**src/include/psg_pkg.sv**
```systemverilog
// package: register map, key codes, field layout and timing of the guard
package psg_pkg;

    // ****************************************************************
    // wishbone register offsets (byte addresses)
    // ****************************************************************
    localparam logic [7:0] PSG_PROGRAM_STORE_CONTROL_OFS = 8'h8f;
    localparam logic [7:0] PSG_FLASH_LOCK_KEY_OFS        = 8'hb7;
    localparam logic [7:0] PSG_IRQ_STATUS_OFS            = 8'hc0;
    localparam logic [7:0] PSG_IRQ_MASK_OFS              = 8'hc4;
    localparam logic [7:0] PSG_SUPPLY_CTRL_OFS           = 8'hc8;
    localparam logic [7:0] PSG_RESET_SOURCE_OFS          = 8'hcc;

    // ****************************************************************
    // field positions and reset values
    // ****************************************************************
    localparam int         PSG_WE_BIT          = 0;
    localparam int         PSG_EE_BIT          = 1;
    localparam int         PSG_MON_EN_BIT      = 0;
    localparam int         PSG_MON_RST_EN_BIT  = 1;
    localparam int         PSG_FERR_BIT        = 0;
    localparam logic [1:0] PSG_CTRL_RESET      = 2'h0;
    localparam logic [1:0] PSG_SUPPLY_RESET    = 2'h3;
    localparam logic [3:0] PSG_IRQ_RESET       = 4'h0;

    // irq status bits
    localparam int         PSG_IRQ_WRITE_BIT   = 0;
    localparam int         PSG_IRQ_ERASE_BIT   = 1;
    localparam int         PSG_IRQ_LOCK_BIT    = 2;
    localparam int         PSG_IRQ_FLASH_ERROR_DEVICE_RESET_BIT    = 3;

    // ****************************************************************
    // key codes and lock states
    // ****************************************************************
    localparam logic [7:0] PSG_KEY_FIRST  = 8'ha5;
    localparam logic [7:0] PSG_KEY_SECOND = 8'hf1;
    localparam logic [1:0] PSG_ST_LOCKED   = 2'h0;
    localparam logic [1:0] PSG_ST_FIRST    = 2'h1;
    localparam logic [1:0] PSG_ST_UNLOCKED = 2'h2;
    localparam logic [1:0] PSG_ST_DISABLED = 2'h3;

    // ****************************************************************
    // flash geometry and timing
    // ****************************************************************
    localparam int         PSG_ADDR_W      = 16;
    localparam int         PSG_PAGE_BITS   = 9;
    localparam int         PSG_CLK_MHZ     = 125;
    localparam int         PSG_FLASH_ERROR_DEVICE_RESET_PULSE_NS = 64;
    localparam int         PSG_FLASH_ERROR_DEVICE_RESET_CYCLES =
        (PSG_FLASH_ERROR_DEVICE_RESET_PULSE_NS * PSG_CLK_MHZ + 999) / 1000;

    typedef enum logic [2:0] {
        PSG_IDLE = 3'h1,
        PSG_BUSY = 3'h2,
        PSG_FERR = 3'h4
    } psg_op_t;

endpackage

```
**src/rtl/psg_guard.sv**
```systemverilog
// program store write and erase guard with wishbone register slave
`timescale 1ns/10ps
module psg_guard
    import psg_pkg::*;
(
    input  wire logic                  mclk_in,
    input  wire logic                  rstn_in,
    input  wire logic                  wb_cyc_in,
    input  wire logic                  wb_stb_in,
    input  wire logic                  wb_we_in,
    input  wire logic [7:0]            wb_adr_in,
    input  wire logic [3:0]            wb_sel_in,
    input  wire logic [31:0]           wb_dat_in,
    output logic      [31:0]           wb_dat_out,
    output logic                       wb_ack_out,
    input  wire logic                  xwr_in,
    input  wire logic [PSG_ADDR_W-1:0] xwr_addr_in,
    input  wire logic [7:0]            xwr_data_in,
    input  wire logic                  flash_done_in,
    output logic                       flash_prog_out,
    output logic                       flash_erase_out,
    output logic      [PSG_ADDR_W-1:0] flash_addr_out,
    output logic      [7:0]            flash_data_out,
    output logic                       xram_wr_out,
    output logic      [PSG_ADDR_W-1:0] xram_addr_out,
    output logic      [7:0]            xram_data_out,
    output logic                       flash_error_device_reset_out,
    output logic                       irq_out
);

    // ****************************************************************
    // reset synchroniser
    // ****************************************************************
    logic rst_meta_q;
    logic rst_n_q;
    always_ff @(posedge mclk_in or negedge rstn_in) begin
        if (!rstn_in) begin
            rst_meta_q <= 1'b0;
            rst_n_q    <= 1'b0;
        end else begin
            rst_meta_q <= 1'b1;
            rst_n_q    <= rst_meta_q;
        end
    end

    // ****************************************************************
    // bus decode
    // ****************************************************************
    function automatic logic [7:0] lane0(input logic [31:0] d,
                                         input logic [3:0]  s,
                                         input logic [7:0]  old);
        lane0 = s[0] ? d[7:0] : old;
    endfunction

    logic        ack_q;
    logic [31:0] rdata_q;
    wire         bus_req  = wb_cyc_in & wb_stb_in & ~ack_q;
    wire         bus_wr   = bus_req & wb_we_in & wb_sel_in[0];
    wire         hit_ctrl = wb_adr_in == PSG_PROGRAM_STORE_CONTROL_OFS;
    wire         hit_key  = wb_adr_in == PSG_FLASH_LOCK_KEY_OFS;
    wire         hit_ists = wb_adr_in == PSG_IRQ_STATUS_OFS;
    wire         hit_imsk = wb_adr_in == PSG_IRQ_MASK_OFS;
    wire         hit_sup  = wb_adr_in == PSG_SUPPLY_CTRL_OFS;
    wire         hit_rsrc = wb_adr_in == PSG_RESET_SOURCE_OFS;
    wire [7:0]   wbyte    = lane0(wb_dat_in, wb_sel_in, 8'h00);
    wire         wr_ctrl  = bus_wr & hit_ctrl;
    wire         wr_key   = bus_wr & hit_key;
    wire         wr_ists  = bus_wr & hit_ists;
    wire         wr_imsk  = bus_wr & hit_imsk;
    wire         wr_sup   = bus_wr & hit_sup;
    wire         wr_rsrc  = bus_wr & hit_rsrc;

    // ****************************************************************
    // registers
    // ****************************************************************
    logic [1:0] ctrl_q;
    logic [1:0] sup_q;
    logic [3:0] ists_q;
    logic [3:0] imsk_q;
    logic       ferr_q;
    logic [1:0] key_state;
    logic       lock_evt;
    psg_op_t    op_q;
    logic [3:0] flash_error_device_reset_cnt_q;

    wire we_on   = ctrl_q[PSG_WE_BIT];
    wire ee_on   = ctrl_q[PSG_EE_BIT];
    wire sup_ok  = sup_q[PSG_MON_EN_BIT] & sup_q[PSG_MON_RST_EN_BIT];
    wire is_idle = op_q == PSG_IDLE;

    // a data write is claimed by the flash only while write enable is set
    wire fl_try   = xwr_in & we_on & is_idle;
    wire fl_go    = fl_try & sup_ok & (key_state == PSG_ST_UNLOCKED);
    wire fl_erase = fl_go & ee_on;
    wire fl_prog  = fl_go & ~ee_on;
    wire flash_error_device_reset_go  = fl_try & ~sup_ok;
    wire op_done  = (op_q == PSG_BUSY) & flash_done_in;
    wire [PSG_ADDR_W-1:0] page_base =
        {xwr_addr_in[PSG_ADDR_W-1:PSG_PAGE_BITS], {PSG_PAGE_BITS{1'b0}}};

    // ****************************************************************
    // key sequencer
    // ****************************************************************
    psg_key_fsm u_key (
        .clk_in       (mclk_in),
        .rst_n_in     (rst_n_q),
        .key_wr_in    (wr_key),
        .key_data_in  (wbyte),
        .op_try_in    (fl_try & sup_ok),
        .op_done_in   (op_done),
        .state_out    (key_state),
        .lock_evt_out (lock_evt)
    );

    // ****************************************************************
    // operation sequencer
    // ****************************************************************
    always_ff @(posedge mclk_in or negedge rst_n_q) begin
        if (!rst_n_q) begin
            op_q       <= PSG_IDLE;
            flash_error_device_reset_cnt_q <= 4'h0;
        end else begin
            case (op_q)
                PSG_IDLE: begin
                    if (flash_error_device_reset_go) begin
                        op_q       <= PSG_FERR;
                        flash_error_device_reset_cnt_q <= 4'(PSG_FLASH_ERROR_DEVICE_RESET_CYCLES - 1);
                    end else if (fl_go) begin
                        op_q <= PSG_BUSY;
                    end
                end
                PSG_BUSY: begin
                    if (flash_done_in) begin
                        op_q <= PSG_IDLE;
                    end
                end
                PSG_FERR: begin
                    if (flash_error_device_reset_cnt_q != 4'h0) begin
                        flash_error_device_reset_cnt_q <= flash_error_device_reset_cnt_q - 4'h1;
                    end
                end
                default: op_q <= PSG_IDLE;
            endcase
        end
    end

    // ****************************************************************
    // flash strobes and operands
    // ****************************************************************
    always_ff @(posedge mclk_in or negedge rst_n_q) begin
        if (!rst_n_q) begin
            flash_prog_out  <= 1'b0;
            flash_erase_out <= 1'b0;
        end else begin
            flash_prog_out  <= fl_prog;
            flash_erase_out <= fl_erase;
        end
    end

    always_ff @(posedge mclk_in or negedge rst_n_q) begin
        if (!rst_n_q) begin
            flash_addr_out <= '0;
            flash_data_out <= 8'h00;
        end else if (fl_erase) begin
            flash_addr_out <= page_base;
            flash_data_out <= 8'hff;
        end else if (fl_prog) begin
            flash_addr_out <= xwr_addr_in;
            flash_data_out <= xwr_data_in;
        end
    end

    // ****************************************************************
    // external data forwarding
    // ****************************************************************
    wire xram_fwd = xwr_in & ~we_on;

    always_ff @(posedge mclk_in or negedge rst_n_q) begin
        if (!rst_n_q) begin
            xram_wr_out   <= 1'b0;
            xram_addr_out <= '0;
            xram_data_out <= 8'h00;
        end else begin
            xram_wr_out <= xram_fwd;
            if (xram_fwd) begin
                xram_addr_out <= xwr_addr_in;
                xram_data_out <= xwr_data_in;
            end
        end
    end

    // ****************************************************************
    // flash error reset request
    // ****************************************************************
    always_ff @(posedge mclk_in or negedge rst_n_q) begin
        if (!rst_n_q) begin
            flash_error_device_reset_out <= 1'b0;
        end else begin
            flash_error_device_reset_out <= (op_q == PSG_FERR);
        end
    end

    // ****************************************************************
    // software registers and interrupts
    // ****************************************************************
    logic [3:0] ev;
    logic [3:0] ists_clr;
    assign ev       = {flash_error_device_reset_go, lock_evt, fl_erase, fl_prog};
    assign ists_clr = wr_ists ? wbyte[3:0] : 4'h0;

    always_ff @(posedge mclk_in or negedge rst_n_q) begin
        if (!rst_n_q) begin
            ctrl_q <= PSG_CTRL_RESET;
        end else if (wr_ctrl) begin
            ctrl_q <= wbyte[1:0];
        end
    end

    always_ff @(posedge mclk_in or negedge rst_n_q) begin
        if (!rst_n_q) begin
            sup_q <= PSG_SUPPLY_RESET;
        end else if (wr_sup) begin
            sup_q <= wbyte[1:0];
        end
    end

    always_ff @(posedge mclk_in or negedge rst_n_q) begin
        if (!rst_n_q) begin
            imsk_q <= PSG_IRQ_RESET;
        end else if (wr_imsk) begin
            imsk_q <= wbyte[3:0];
        end
    end

    // an event in the cycle of a clear keeps its bit set
    always_ff @(posedge mclk_in or negedge rst_n_q) begin
        if (!rst_n_q) begin
            ists_q <= PSG_IRQ_RESET;
        end else begin
            ists_q <= (ists_q & ~ists_clr) | ev;
        end
    end

    // flash error flag survives the error reset it reports
    always_ff @(posedge mclk_in or negedge rstn_in) begin
        if (!rstn_in) begin
            ferr_q <= 1'b0;
        end else if (flash_error_device_reset_out) begin
            ferr_q <= 1'b1;
        end else if (wr_rsrc & wbyte[PSG_FERR_BIT]) begin
            ferr_q <= 1'b0;
        end
    end

    wire [7:0] rd_mux =
        hit_ctrl ? {6'h00, ctrl_q} :
        hit_key  ? {6'h00, key_state} :
        hit_ists ? {4'h0, ists_q} :
        hit_imsk ? {4'h0, imsk_q} :
        hit_sup  ? {6'h00, sup_q} :
        hit_rsrc ? {7'h00, ferr_q} : 8'h00;

    always_ff @(posedge mclk_in or negedge rst_n_q) begin
        if (!rst_n_q) begin
            ack_q   <= 1'b0;
            rdata_q <= 32'h0000_0000;
        end else begin
            ack_q   <= bus_req;
            rdata_q <= bus_req ? {24'h000000, rd_mux} : 32'h0000_0000;
        end
    end

    // ****************************************************************
    // interrupt output
    // ****************************************************************
    always_ff @(posedge mclk_in or negedge rst_n_q) begin
        if (!rst_n_q) begin
            irq_out <= 1'b0;
        end else begin
            irq_out <= |(ists_q & imsk_q);
        end
    end

    assign wb_ack_out = ack_q;
    assign wb_dat_out = rdata_q;

endmodule // psg_guard

```
**src/rtl/psg_key_fsm.sv**
```systemverilog
// key sequencer: tracks the two-byte unlock and the permanent lock
`timescale 1ns/10ps
module psg_key_fsm
    import psg_pkg::*;
(
    input  wire logic       clk_in,
    input  wire logic       rst_n_in,
    input  wire logic       key_wr_in,
    input  wire logic [7:0] key_data_in,
    input  wire logic       op_try_in,
    input  wire logic       op_done_in,
    output logic      [1:0] state_out,
    output logic            lock_evt_out
);

    logic [1:0] state_q;
    logic [1:0] state_d;
    logic       lock_d;
    logic       lock_q;

    // ****************************************************************
    // next lock state
    // ****************************************************************
    always_comb begin
        state_d = state_q;
        lock_d  = 1'b0;
        if (state_q != PSG_ST_DISABLED) begin
            if (key_wr_in) begin
                if (state_q == PSG_ST_LOCKED &&
                    key_data_in == PSG_KEY_FIRST) begin
                    state_d = PSG_ST_FIRST;
                end else if (state_q == PSG_ST_FIRST &&
                    key_data_in == PSG_KEY_SECOND) begin
                    state_d = PSG_ST_UNLOCKED;
                end else begin
                    state_d = PSG_ST_DISABLED;
                    lock_d  = 1'b1;
                end
            end else if (op_try_in && state_q != PSG_ST_UNLOCKED) begin
                state_d = PSG_ST_DISABLED;
                lock_d  = 1'b1;
            end else if (op_done_in) begin
                state_d = PSG_ST_LOCKED;
            end
        end
    end

    always_ff @(posedge clk_in or negedge rst_n_in) begin
        if (!rst_n_in) begin
            state_q <= PSG_ST_LOCKED;
            lock_q  <= 1'b0;
        end else begin
            state_q <= state_d;
            lock_q  <= lock_d;
        end
    end

    assign state_out    = state_q;
    assign lock_evt_out = lock_q;

endmodule // psg_key_fsm

```
**config.mk**
```make
export PLATFORM = sky130hd
export DESIGN_NAME = psg_guard
export DESIGN_NICKNAME = d
export VERILOG_FILES = /design/src/include/psg_pkg.sv /design/src/rtl/psg_guard.sv /design/src/rtl/psg_key_fsm.sv
export SDC_FILE = /design/constraint.sdc
export NUM_CORES = 1
export LEC_CHECK = 0
export BUFFER_PORTS_ARGS = -buffer_cell sky130_fd_sc_hd__buf_4
export CAP_MARGIN = 10
export CELL_PAD_IN_SITES_DETAIL_PLACEMENT = 1
export CELL_PAD_IN_SITES_GLOBAL_PLACEMENT = 1
export CORE_MARGIN = 5
export CORE_UTILIZATION = 36
export DETAILED_ROUTE_END_ITERATION = 8
export GPL_TIMING_DRIVEN = 1
export HOLD_SLACK_MARGIN = 0.12
export PLACE_DENSITY_LB_ADDON = 0.1
export SYNTH_ARGS = -nofsm -noshare
export SYNTH_HDL_FRONTEND = slang
export SYNTH_SLANG_ARGS = --single-unit
```
**constraint.sdc**
```tcl
create_clock -name mclk_in -period 3.5 [get_ports mclk_in]
set_clock_uncertainty 0.15 [all_clocks]
set_input_delay 0.35 -clock mclk_in [delete_from_list [all_inputs] [get_ports mclk_in]]
set_output_delay 0.35 -clock mclk_in [all_outputs]
set_load 0.005 [all_outputs]
```
Yosys cells after proc, flatten, opt, wreduce, memory -nomap -nowiden
Cells that the tools add are included.

Flip-flop bits (word level): 79. Bits in latches: 0. Memory bits (writable): 0. Memory bits (read-only): 0. Word-level logic and storage cells: 107. Memories kept: 0.

$add $sub $neg: 0. Multipliers: 0. Div/mod/pow operators: 0. Order comparisons: 0. Equal/unequal tests: 17. Shift operators: 0. Mux-type cells: 29. Bitwise gates (word level): 30. Reductions and logical operators: 10.

Operator list (number): 8-bit equality test, second input constant (8); 16-bit two-way mux (2); 4-bit two-way mux (6); 8-bit two-way mux (3); 1-bit AND (21); 2-bit two-way mux (5); 1-bit two-way mux (9); 3-bit two-way mux (3); 3-bit case mux with 3 select lines (1); 4-bit AND (2); 2-bit inequality test, second input constant (3); 1-bit inverter (5); 4-bit inverter (1); 4-bit bitwise OR (1); 2-bit nonzero test (2); 4-bit OR reduction (1); 3-bit by 1-bit equality test with 1-bit output, second input constant (1); 3-bit by 2-bit equality test with 1-bit output, second input constant (1); 3-bit equality test, second input constant (1); 1-bit logical AND (3); 3-bit by 1-bit inequality test with 1-bit output, second input constant (1); 3-bit AND reduction (1); 3-bit nonzero test (1); 2-bit by 1-bit equality test with 1-bit output, second input constant (1); other kinds (3) (3).

Logic depth before layout (Yosys ltp)
Gate-level depths: netlist of run 1.

Word-level depth: 9. Gate-level depth with buffers: 6. Depth with buffers taken out: 5.

By module
From an unflattened synthesis of run 1, not the netlist that was laid out.

Cells, all modules: 316. Area total of the unflattened synthesis: 3593.4 um^2.

By module, submodules not included: psg_guard (times used 1, cells an instance 296, area an instance 3395.8 um^2, seq. area each 1905.6 um^2); psg_key_fsm (times used 1, cells an instance 20, area an instance 197.7 um^2, seq. area each 75.1 um^2).

Worst setup path before layout of run 1
OpenSTA, ideal clock, no wires.

Kind: reg-to-reg. Start: register op_q[0]. End: register flash_addr_out[10]. Arrival: 1.595 ns. Path slack: 1.630 ns. Stages on the path, launching flop included: 5. Period minus slack after synthesis: 1.870 ns. Cells stage by stage: dfstp_2 -> nand4b_4 -> or4_4 -> buf_6 -> mux2_4.

Longest elaborated chain between the ends: 6. Elaborated cells on any way between the ends: 8. Classes of those cells: 1 x eq/ne; 1 x mux; 5 x bitwise; 1 x reduce/logical.

Ends and longest elaborated chain: from (decl) (line psg_guard.sv:83) `psg_op_t op_q;`; from (signal assigned) (line psg_guard.sv:120) `op_q <= PSG_IDLE;`; from (signal assigned) (line psg_guard.sv:126) `op_q <= PSG_FERR;`; from (signal assigned) (line psg_guard.sv:129) `op_q <= PSG_BUSY;`; 3-bit by 1-bit equality test with 1-bit output (*) (line psg_guard.sv:89) `wire is_idle = op_q == PSG_IDLE;`; 1-bit AND (*) (line psg_guard.sv:92) `wire fl_try = xwr_in & we_on & is_idle;`; 1-bit AND (*) (2 in a row) (line psg_guard.sv:93) `wire fl_go = fl_try & sup_ok & (key_state == PSG_ST_UNLOCKED);`; 1-bit AND (on tied branches) (line psg_guard.sv:94, psg_guard.sv:95); 16-bit two-way mux or 2-bit nonzero test (tied branches); to (signal assigned) (line psg_guard.sv:165) `flash_addr_out <= page_base;`; to (signal assigned) (line psg_guard.sv:168) `flash_addr_out <= xwr_addr_in;`; to (decl) (line psg_guard.sv:22) `output logic [PSG_ADDR_W-1:0] flash_addr_out,`.

Mark *: on every way between the ends. The rest lies on a longest branch, timed or not. A chain may end at the register's enable or synchronous reset.

Worst setup path in the final report of run 1
Start: input wb_adr_in[3]. End: register u_key.state_q[1], in the netlist u_key.state_out[1].

Longest elaborated chain between the ends: 4. Elaborated cells on any way between the ends: 5. Classes of those cells: 1 x eq/ne; 1 x mux; 1 x bitwise; 2 x reduce/logical.

Ends and longest elaborated chain: from (decl) (line psg_guard.sv:11) `input wire logic [7:0] wb_adr_in,`; 8-bit equality test (*) (line psg_guard.sv:60) `wire hit_key = wb_adr_in == PSG_FLASH_LOCK_KEY_OFS;`; 1-bit AND (*) (line psg_guard.sv:67) `wire wr_key = bus_wr & hit_key;`; 3-bit nonzero test (no source line); 2-bit AND reduction (no source line); to (signal assigned) (line psg_key_fsm.sv:53) `state_q <= state_d;`; to (decl) (line psg_key_fsm.sv:16) `logic [1:0] state_q;`.

Marked as above.

==> results_dict.tcl, run 1 <==
set metrics [dict create \
    overflow 0 \
    p_total_uw 2012 \
    crit_path_start_kind "input port" \
    worst_r2r_path_depth 4 \
    cts_buffers 9 \
    synth_top_family_by_area "simple AND/OR/NAND/NOR gates" \
    finalNetCount 513 \
    end_kind "register" \
    ctsRootBufferMaster "clkbuf_8" \
    worst-path-max-fanout 9 \
    ir_drop_v 0.0001881 \
    hold_viol 0 \
    fin_area_sq_mm 0.004945 \
    die_h_um 110.5 \
    antenna_found_initial 0 \
    grt_util_met1_pct 18.40 \
    io_pins 161 \
    h-tree-depth 3 \
    cts_setup_buffers 0 \
    async_flop_share_pct 100.0 \
    syn_inst 306 \
    crit_slowest_cell "dlygate4sd3_1" \
    max-slew-margin-rel_pct 33.93 \
    finalSetupTns_ns 0 \
    core-area_sq_mm 0.009819 \
    synth_seq_cells 79 \
    powerDensity_mw_per_mm2 407.0 \
    multi_input_area_sq_mm 0.001460 \
    place_area_sq_mm 0.004429 \
    grt_pass1_vias 2986 \
    avgSynthCellArea_sq_um 11.87 \
    period_minus_slack_ns 2.171 \
    cp_data_required_time_ns 3.57 \
    synth_fa_ha_area_share_pct 0 \
    io_buffers 105 \
    drive_gt1_share_pct 39.50 \
    use_met2_pct 26.82 \
    cp_cell_sequence "dlygate4sd3_1 > buf_4 > nand4b_4 > nor4_1 > o21ai_0 > or3_1" \
    clk_latency_ns 0.34 \
    gp_congestion 0.7989 \
    synth_commonest_cells "76 x dfrtp_1, 31 x mux2_2, 31 x nand2_1, 28 x buf_4, 24 x nor2_1" \
    viasPerCell 4.649 \
    cpPeakStageDelay_ns 0.54 \
    num_antenna_cells 0 \
    cp.arrival_ns 2.24 \
    num-fill-cells 1126 \
    status "complete, no violations" \
    vias 2678 \
    route.detailed.drc 0 \
    dp_hpwl_mm 6.605 \
    top_usage_layer "met2" \
    grt_pass1_wl_mm 15.49 \
    rsz0062_at_grt "false" \
    clock_sinks 79 \
    synth_flop_cell "dfrtp_1" \
    synth_top_area_share_pct 52.34 \
    muxShareOfSynthArea_pct 14.36 \
    synth-simple-area-share_pct 18.04 \
    synth_xor_xnor_area_share_pct 0 \
    path_clk_slew_ns 0.09 \
    die_w_um 110.5 \
    p_leak_uw 0.002512 \
    cts_tree "built" \
    yosysUniqueCellTypes 43 \
    synth-edff-count 0 \
    avgRoutedWirePerCell_um 16.23 \
    dp.cells 533 \
    ys_seq_area_share_pct 54.51 \
    drt-pass1-iter-count 4 \
    initial_core_util_pct 37.00 \
    synthTopCellsByArea "dfrtp_1 52%, mux2_2 9.6%, buf_4 5.8%, nand2_1 3.2%, mux2_4 2.5%" \
    criticalPathCategory "in -> reg" \
    grt_max_degree 77 \
    clock.fmax_ghz 0.4606 \
    yosysWarnings 0 \
    cap_violations 0 \
    cts_max_path_buffers 2 \
    ant_nets 0 \
    first_iter_violations 108 \
    totalWireLength_mm 9.348 \
    tightestPinTransition_ns 0.9911 \
    syn2layout_area_growth_pct 36.09 \
    yosysMostFrequentCell "dfrtp_1" \
    netlist_area_sq_mm 0.003633 \
    drv_slew 0 \
    yosys.area.top_type "dfrtp_1" \
    whs_path_depth 3 \
    grt_use_total_pct 15.57 \
    seq_area_sq_mm 0.001984 \
    setup_viol 0 \
    hp-class "in -> reg" \
    rows 36 \
    fin_crit_sh_pct 62.04 \
    dieArea_sq_mm 0.01220 \
    synth_compound_gate_area_share_pct 4.787 \
    final_cells 576 \
    grtUsageMet3_pct 4.759 \
]
-- critical path, delay by kind of cell --
kind                   cells  cell delay [ns]
buffers and inverters      2             0.71
AND/OR/NAND/NOR            3             1.01
AO/OA/AOI/OAI              1             0.17
-- where the power goes --
| group | switching, uW | internal, uW |
|---|---|---|
| logic | 75.1 | 124 |
| clock network | 341 | 496 |
| registers | 32.7 | 944 |
| total | 449 | 1560 |
-- kinds of logic after synthesis --
kind of cell	count (synthesis)
AO/OA/AOI/OAI	29
buffers and inverters	44
flip-flops	79
multiplexers	44
other	2
AND/OR/NAND/NOR	108
-- repair_timing --
item,4_1_cts,5_1_grt
hold endpoints to repair,49,0
hold buffers,27,0
gates resized for setup,0,0
-- state kept, by name, summed over array words and instances, names as in the netlist, 2 cells and up --
register	count
flash_data_out	8
sup_q	2
xram_addr_out	16
xram_data_out	8
imsk_q	4
op_q	3
flash_addr_out	16
ists_q	4
u_key.state_out	2
ctrl_q	2
wb_dat_out	4
-- layout by cell type (no fill, tap or decap), drive strengths merged, types with 2 or more instances in the layout --
cell         count
nand4b           5
and2             6
mux2i            6
nor3b            2
clkbuf          11
or4              2
dfrtp           76
and4bb           2
nand2b           5
o21ai            7
nor3             2
or3b             2
bufinv           3
nand3b          10
a21o             3
dlygate4sd3     27
and4b            2
a22oi            3
nand4            2
inv              5
mux2            37
conb            29
a21oi           12
buf            107
nor4b            2
or3              2
nor4             5
dfstp            3
nor2            24
nand2           31
-- metal layers --
| layer | vias up | part of all wire, % |
|---|---|---|
| li1 | 1262 | - |
| met1 | 1321 | 42 |
| met2 | 84 | 51 |
| met3 | 11 | 6.4 |
| met4 | 0 | 1.5 |
| met5 | - | 0 |
-- path summary, 6_finish.rpt --
kind	from	to	slack, ns
worst max-delay path	wb_adr_in[3]	u_key.state_out[1]$_DFFE_PN0P_	1.33
worst min-delay path	wb_dat_in[2]	imsk_q[2]$_DFFE_PN0P_	0.15
worst max register to register	wb_ack_out$_DFF_PN0_	u_key.state_out[1]$_DFFE_PN0P_	1.45
worst min register to register	rst_meta_q$_DFF_PN0_	rst_n_q$_DFF_PN0_	0.21
max in group asynchronous	rst_n_q$_DFF_PN0_	ists_q[3]$_DFF_PN0_	2.20
min in group asynchronous	rstn_in	ferr_q$_DFFE_PN0P_	0.18
-- metrics by stage --
stage,utilization (%),worst slack [ns],hold slack [ns]
floorplan,-,1.022,-0.09559
global placement,45.11,1.463,-0.009604
detailed placement,45.11,1.406,-0.006173
CTS,50.36,1.311,0.1291
global route,50.36,1.126,0.1449
finish,50.36,1.329,0.1460
-- layout make-up --
type                            count  area share (%)
Clock buffer                       11           2.859
Clock inverter                      5           2.100
Timing Repair Buffer              134           21.71
Tap cell                          133           3.365
Multi-Input combinational cell    210           29.53
Sequential cell                    79           40.13
Inverter                            4          0.3036
Note: power is estimated with default switching activity, not from simulation.
==> inputs of run 2 (changes only) <==
Clock period 3.5 ns to 2.1 ns, I/O delays scaled along.
==> results_dict.tcl, run 2 (synthesis results as in run 1) <==
set metrics [dict create \
    grt_pass1_wl_mm 15.99 \
    drive_gt1_share_pct 39.92 \
    h-tree-depth 3 \
    antenna_found_initial 0 \
    drt-pass1-iter-count 4 \
    p_leak_uw 0.002599 \
    fin_area_sq_mm 0.005141 \
    cp_top_family "buffers and inverters" \
    status "complete, no violations" \
    first_iter_violations 55 \
    dp.cells 545 \
    final_cells 604 \
    final_cell_mix "118 x buf_4, 75 x dfrtp_1, 43 x dlygate4sd3_1" \
    r2r_setup_slack_ns 0.14 \
    grt_pass1_vias 3026 \
    end_kind "register" \
    num_antenna_cells 0 \
    overflow 0 \
    tightestPinTransition_ns 0.7321 \
    ant_nets 0 \
    hp-class "reg -> async" \
    cap_violations 0 \
    cts_max_path_buffers 2 \
    crit_slowest_cell "dlygate4sd3_1" \
    route.detailed.drc 0 \
    gp_congestion 0.7888 \
    vias 2824 \
    criticalPathCategory "in -> reg" \
    cts_tree "built" \
    p_total_uw 3047 \
    path_clk_slew_ns 0.09 \
    final_core_util_pct 52.36 \
    cp.arrival_ns 2.04 \
    clock_sinks 79 \
    place_area_sq_mm 0.004532 \
    period_minus_slack_ns 1.960 \
    initial_core_util_pct 37.00 \
    num-fill-cells 1120 \
    layout_commonest_cell "buf_4" \
    top_regs "flash_addr_out x16, xram_addr_out x16" \
    hold_viol 0 \
    fin_crit_sh_pct 93.32 \
    worst-path-max-fanout 9 \
    grt_use_total_pct 15.89 \
    ctsRootBufferMaster "clkbuf_8" \
    avgRoutedWirePerCell_um 15.77 \
    core-area_sq_mm 0.009819 \
    drv_slew 0 \
    dp_hpwl_mm 6.956 \
    cp_cell_sequence "dlygate4sd3_1 > buf_4 > and4bb_2 > nand2_1 > nor3_1 > mux2_2" \
    setup_viol 0 \
    rsz0062_at_grt "false" \
    rows 36 \
    clock.fmax_ghz 0.5103 \
    finalSetupTns_ns 0 \
    syn2layout_area_growth_pct 41.49 \
    cpPeakStageDelay_ns 0.53 \
    die_h_um 110.5 \
    max-slew-margin-rel_pct 51.19 \
    cp_data_required_time_ns 2.18 \
    io_buffers 105 \
    ir_drop_v 0.0003257 \
    grt_max_degree 35 \
    io_pins 161 \
    finalNetCount 541 \
    path_buf_inv 2 \
    dieArea_sq_mm 0.01220 \
    cts_buffers 9 \
    clk_latency_ns 0.35 \
    powerDensity_mw_per_mm2 592.8 \
    die_w_um 110.5 \
    crit_path_start_kind "input port" \
    totalWireLength_mm 9.524 \
    viasPerCell 4.675 \
]
## run 2: layout make-up
cell class                      instances  area, sq um  share of cell area (%)
Sequential cell                        79         1984                   38.60
Multi-Input combinational cell        210         1460                   28.40
Tap cell                              133        166.4                   3.237
Inverter                                4        15.01                  0.2920
Timing Repair Buffer                  162         1336                   25.99
Clock buffer                            9        123.9                   2.409
Clock inverter                          7        55.05                   1.071
## run 2: through the flow
| step | hold slack [ns] | worst slack, ns |
|---|---|---|
| 2_1_floorplan | -0.2356 | 0.2297 |
| 3_3_place_gp | -0.1486 | 0.1467 |
| 3_5_place_dp | -0.1475 | 0.1293 |
| 4_1_cts | 0.1544 | 0.1312 |
| 5_1_grt | 0.1896 | 0.02721 |
| 6_report | 0.1271 | 0.1403 |
## run 2: worst paths after layout
check	from	to	cells after the start
max in group asynchronous	rst_n_q$_DFF_PN0_	flash_data_out[4]$_DFFE_PN0P_	1
worst max register to register	op_q[0]$_DFFE_PN1P_	flash_addr_out[9]$_DFFE_PN0P_	3
worst min-delay path	rst_n_q$_DFF_PN0_	imsk_q[0]$_DFFE_PN0P_	0
worst max-delay path	wb_adr_in[2]	ctrl_q[0]$_DFFE_PN0P_	6
min in group mclk_in	wb_stb_in	wb_dat_out[1]$_DFF_PN0_	4
worst min register to register	rst_n_q$_DFF_PN0_	imsk_q[0]$_DFFE_PN0P_	0
## run 2: repair_timing
action | 4_1_cts | 5_1_grt
setup buffers | 0 | 0
gates resized for setup | 0 | 0
hold endpoints to repair | 60 | 0
hold buffers | 43 | 0
## run 2: routing by layer
| metal | GRT usage [%] | vias to the layer above | part of all wire, % |
|---|---|---|---|
| met1 | 19.97 | 1388 | 42 |
| met3 | 4.869 | 11 | 7.2 |
| li1 | - | 1331 | - |
| met5 | 0 | - | 0 |
| met4 | 5.090 | 0 | 1.6 |
| met2 | 26.13 | 94 | 49 |
## run 2: power by group
group	internal (uW)	total (uW)	switching [uW]
Sequential	1570	1610	39.0
Combinational	229	374	144
Clock	446	1060	615
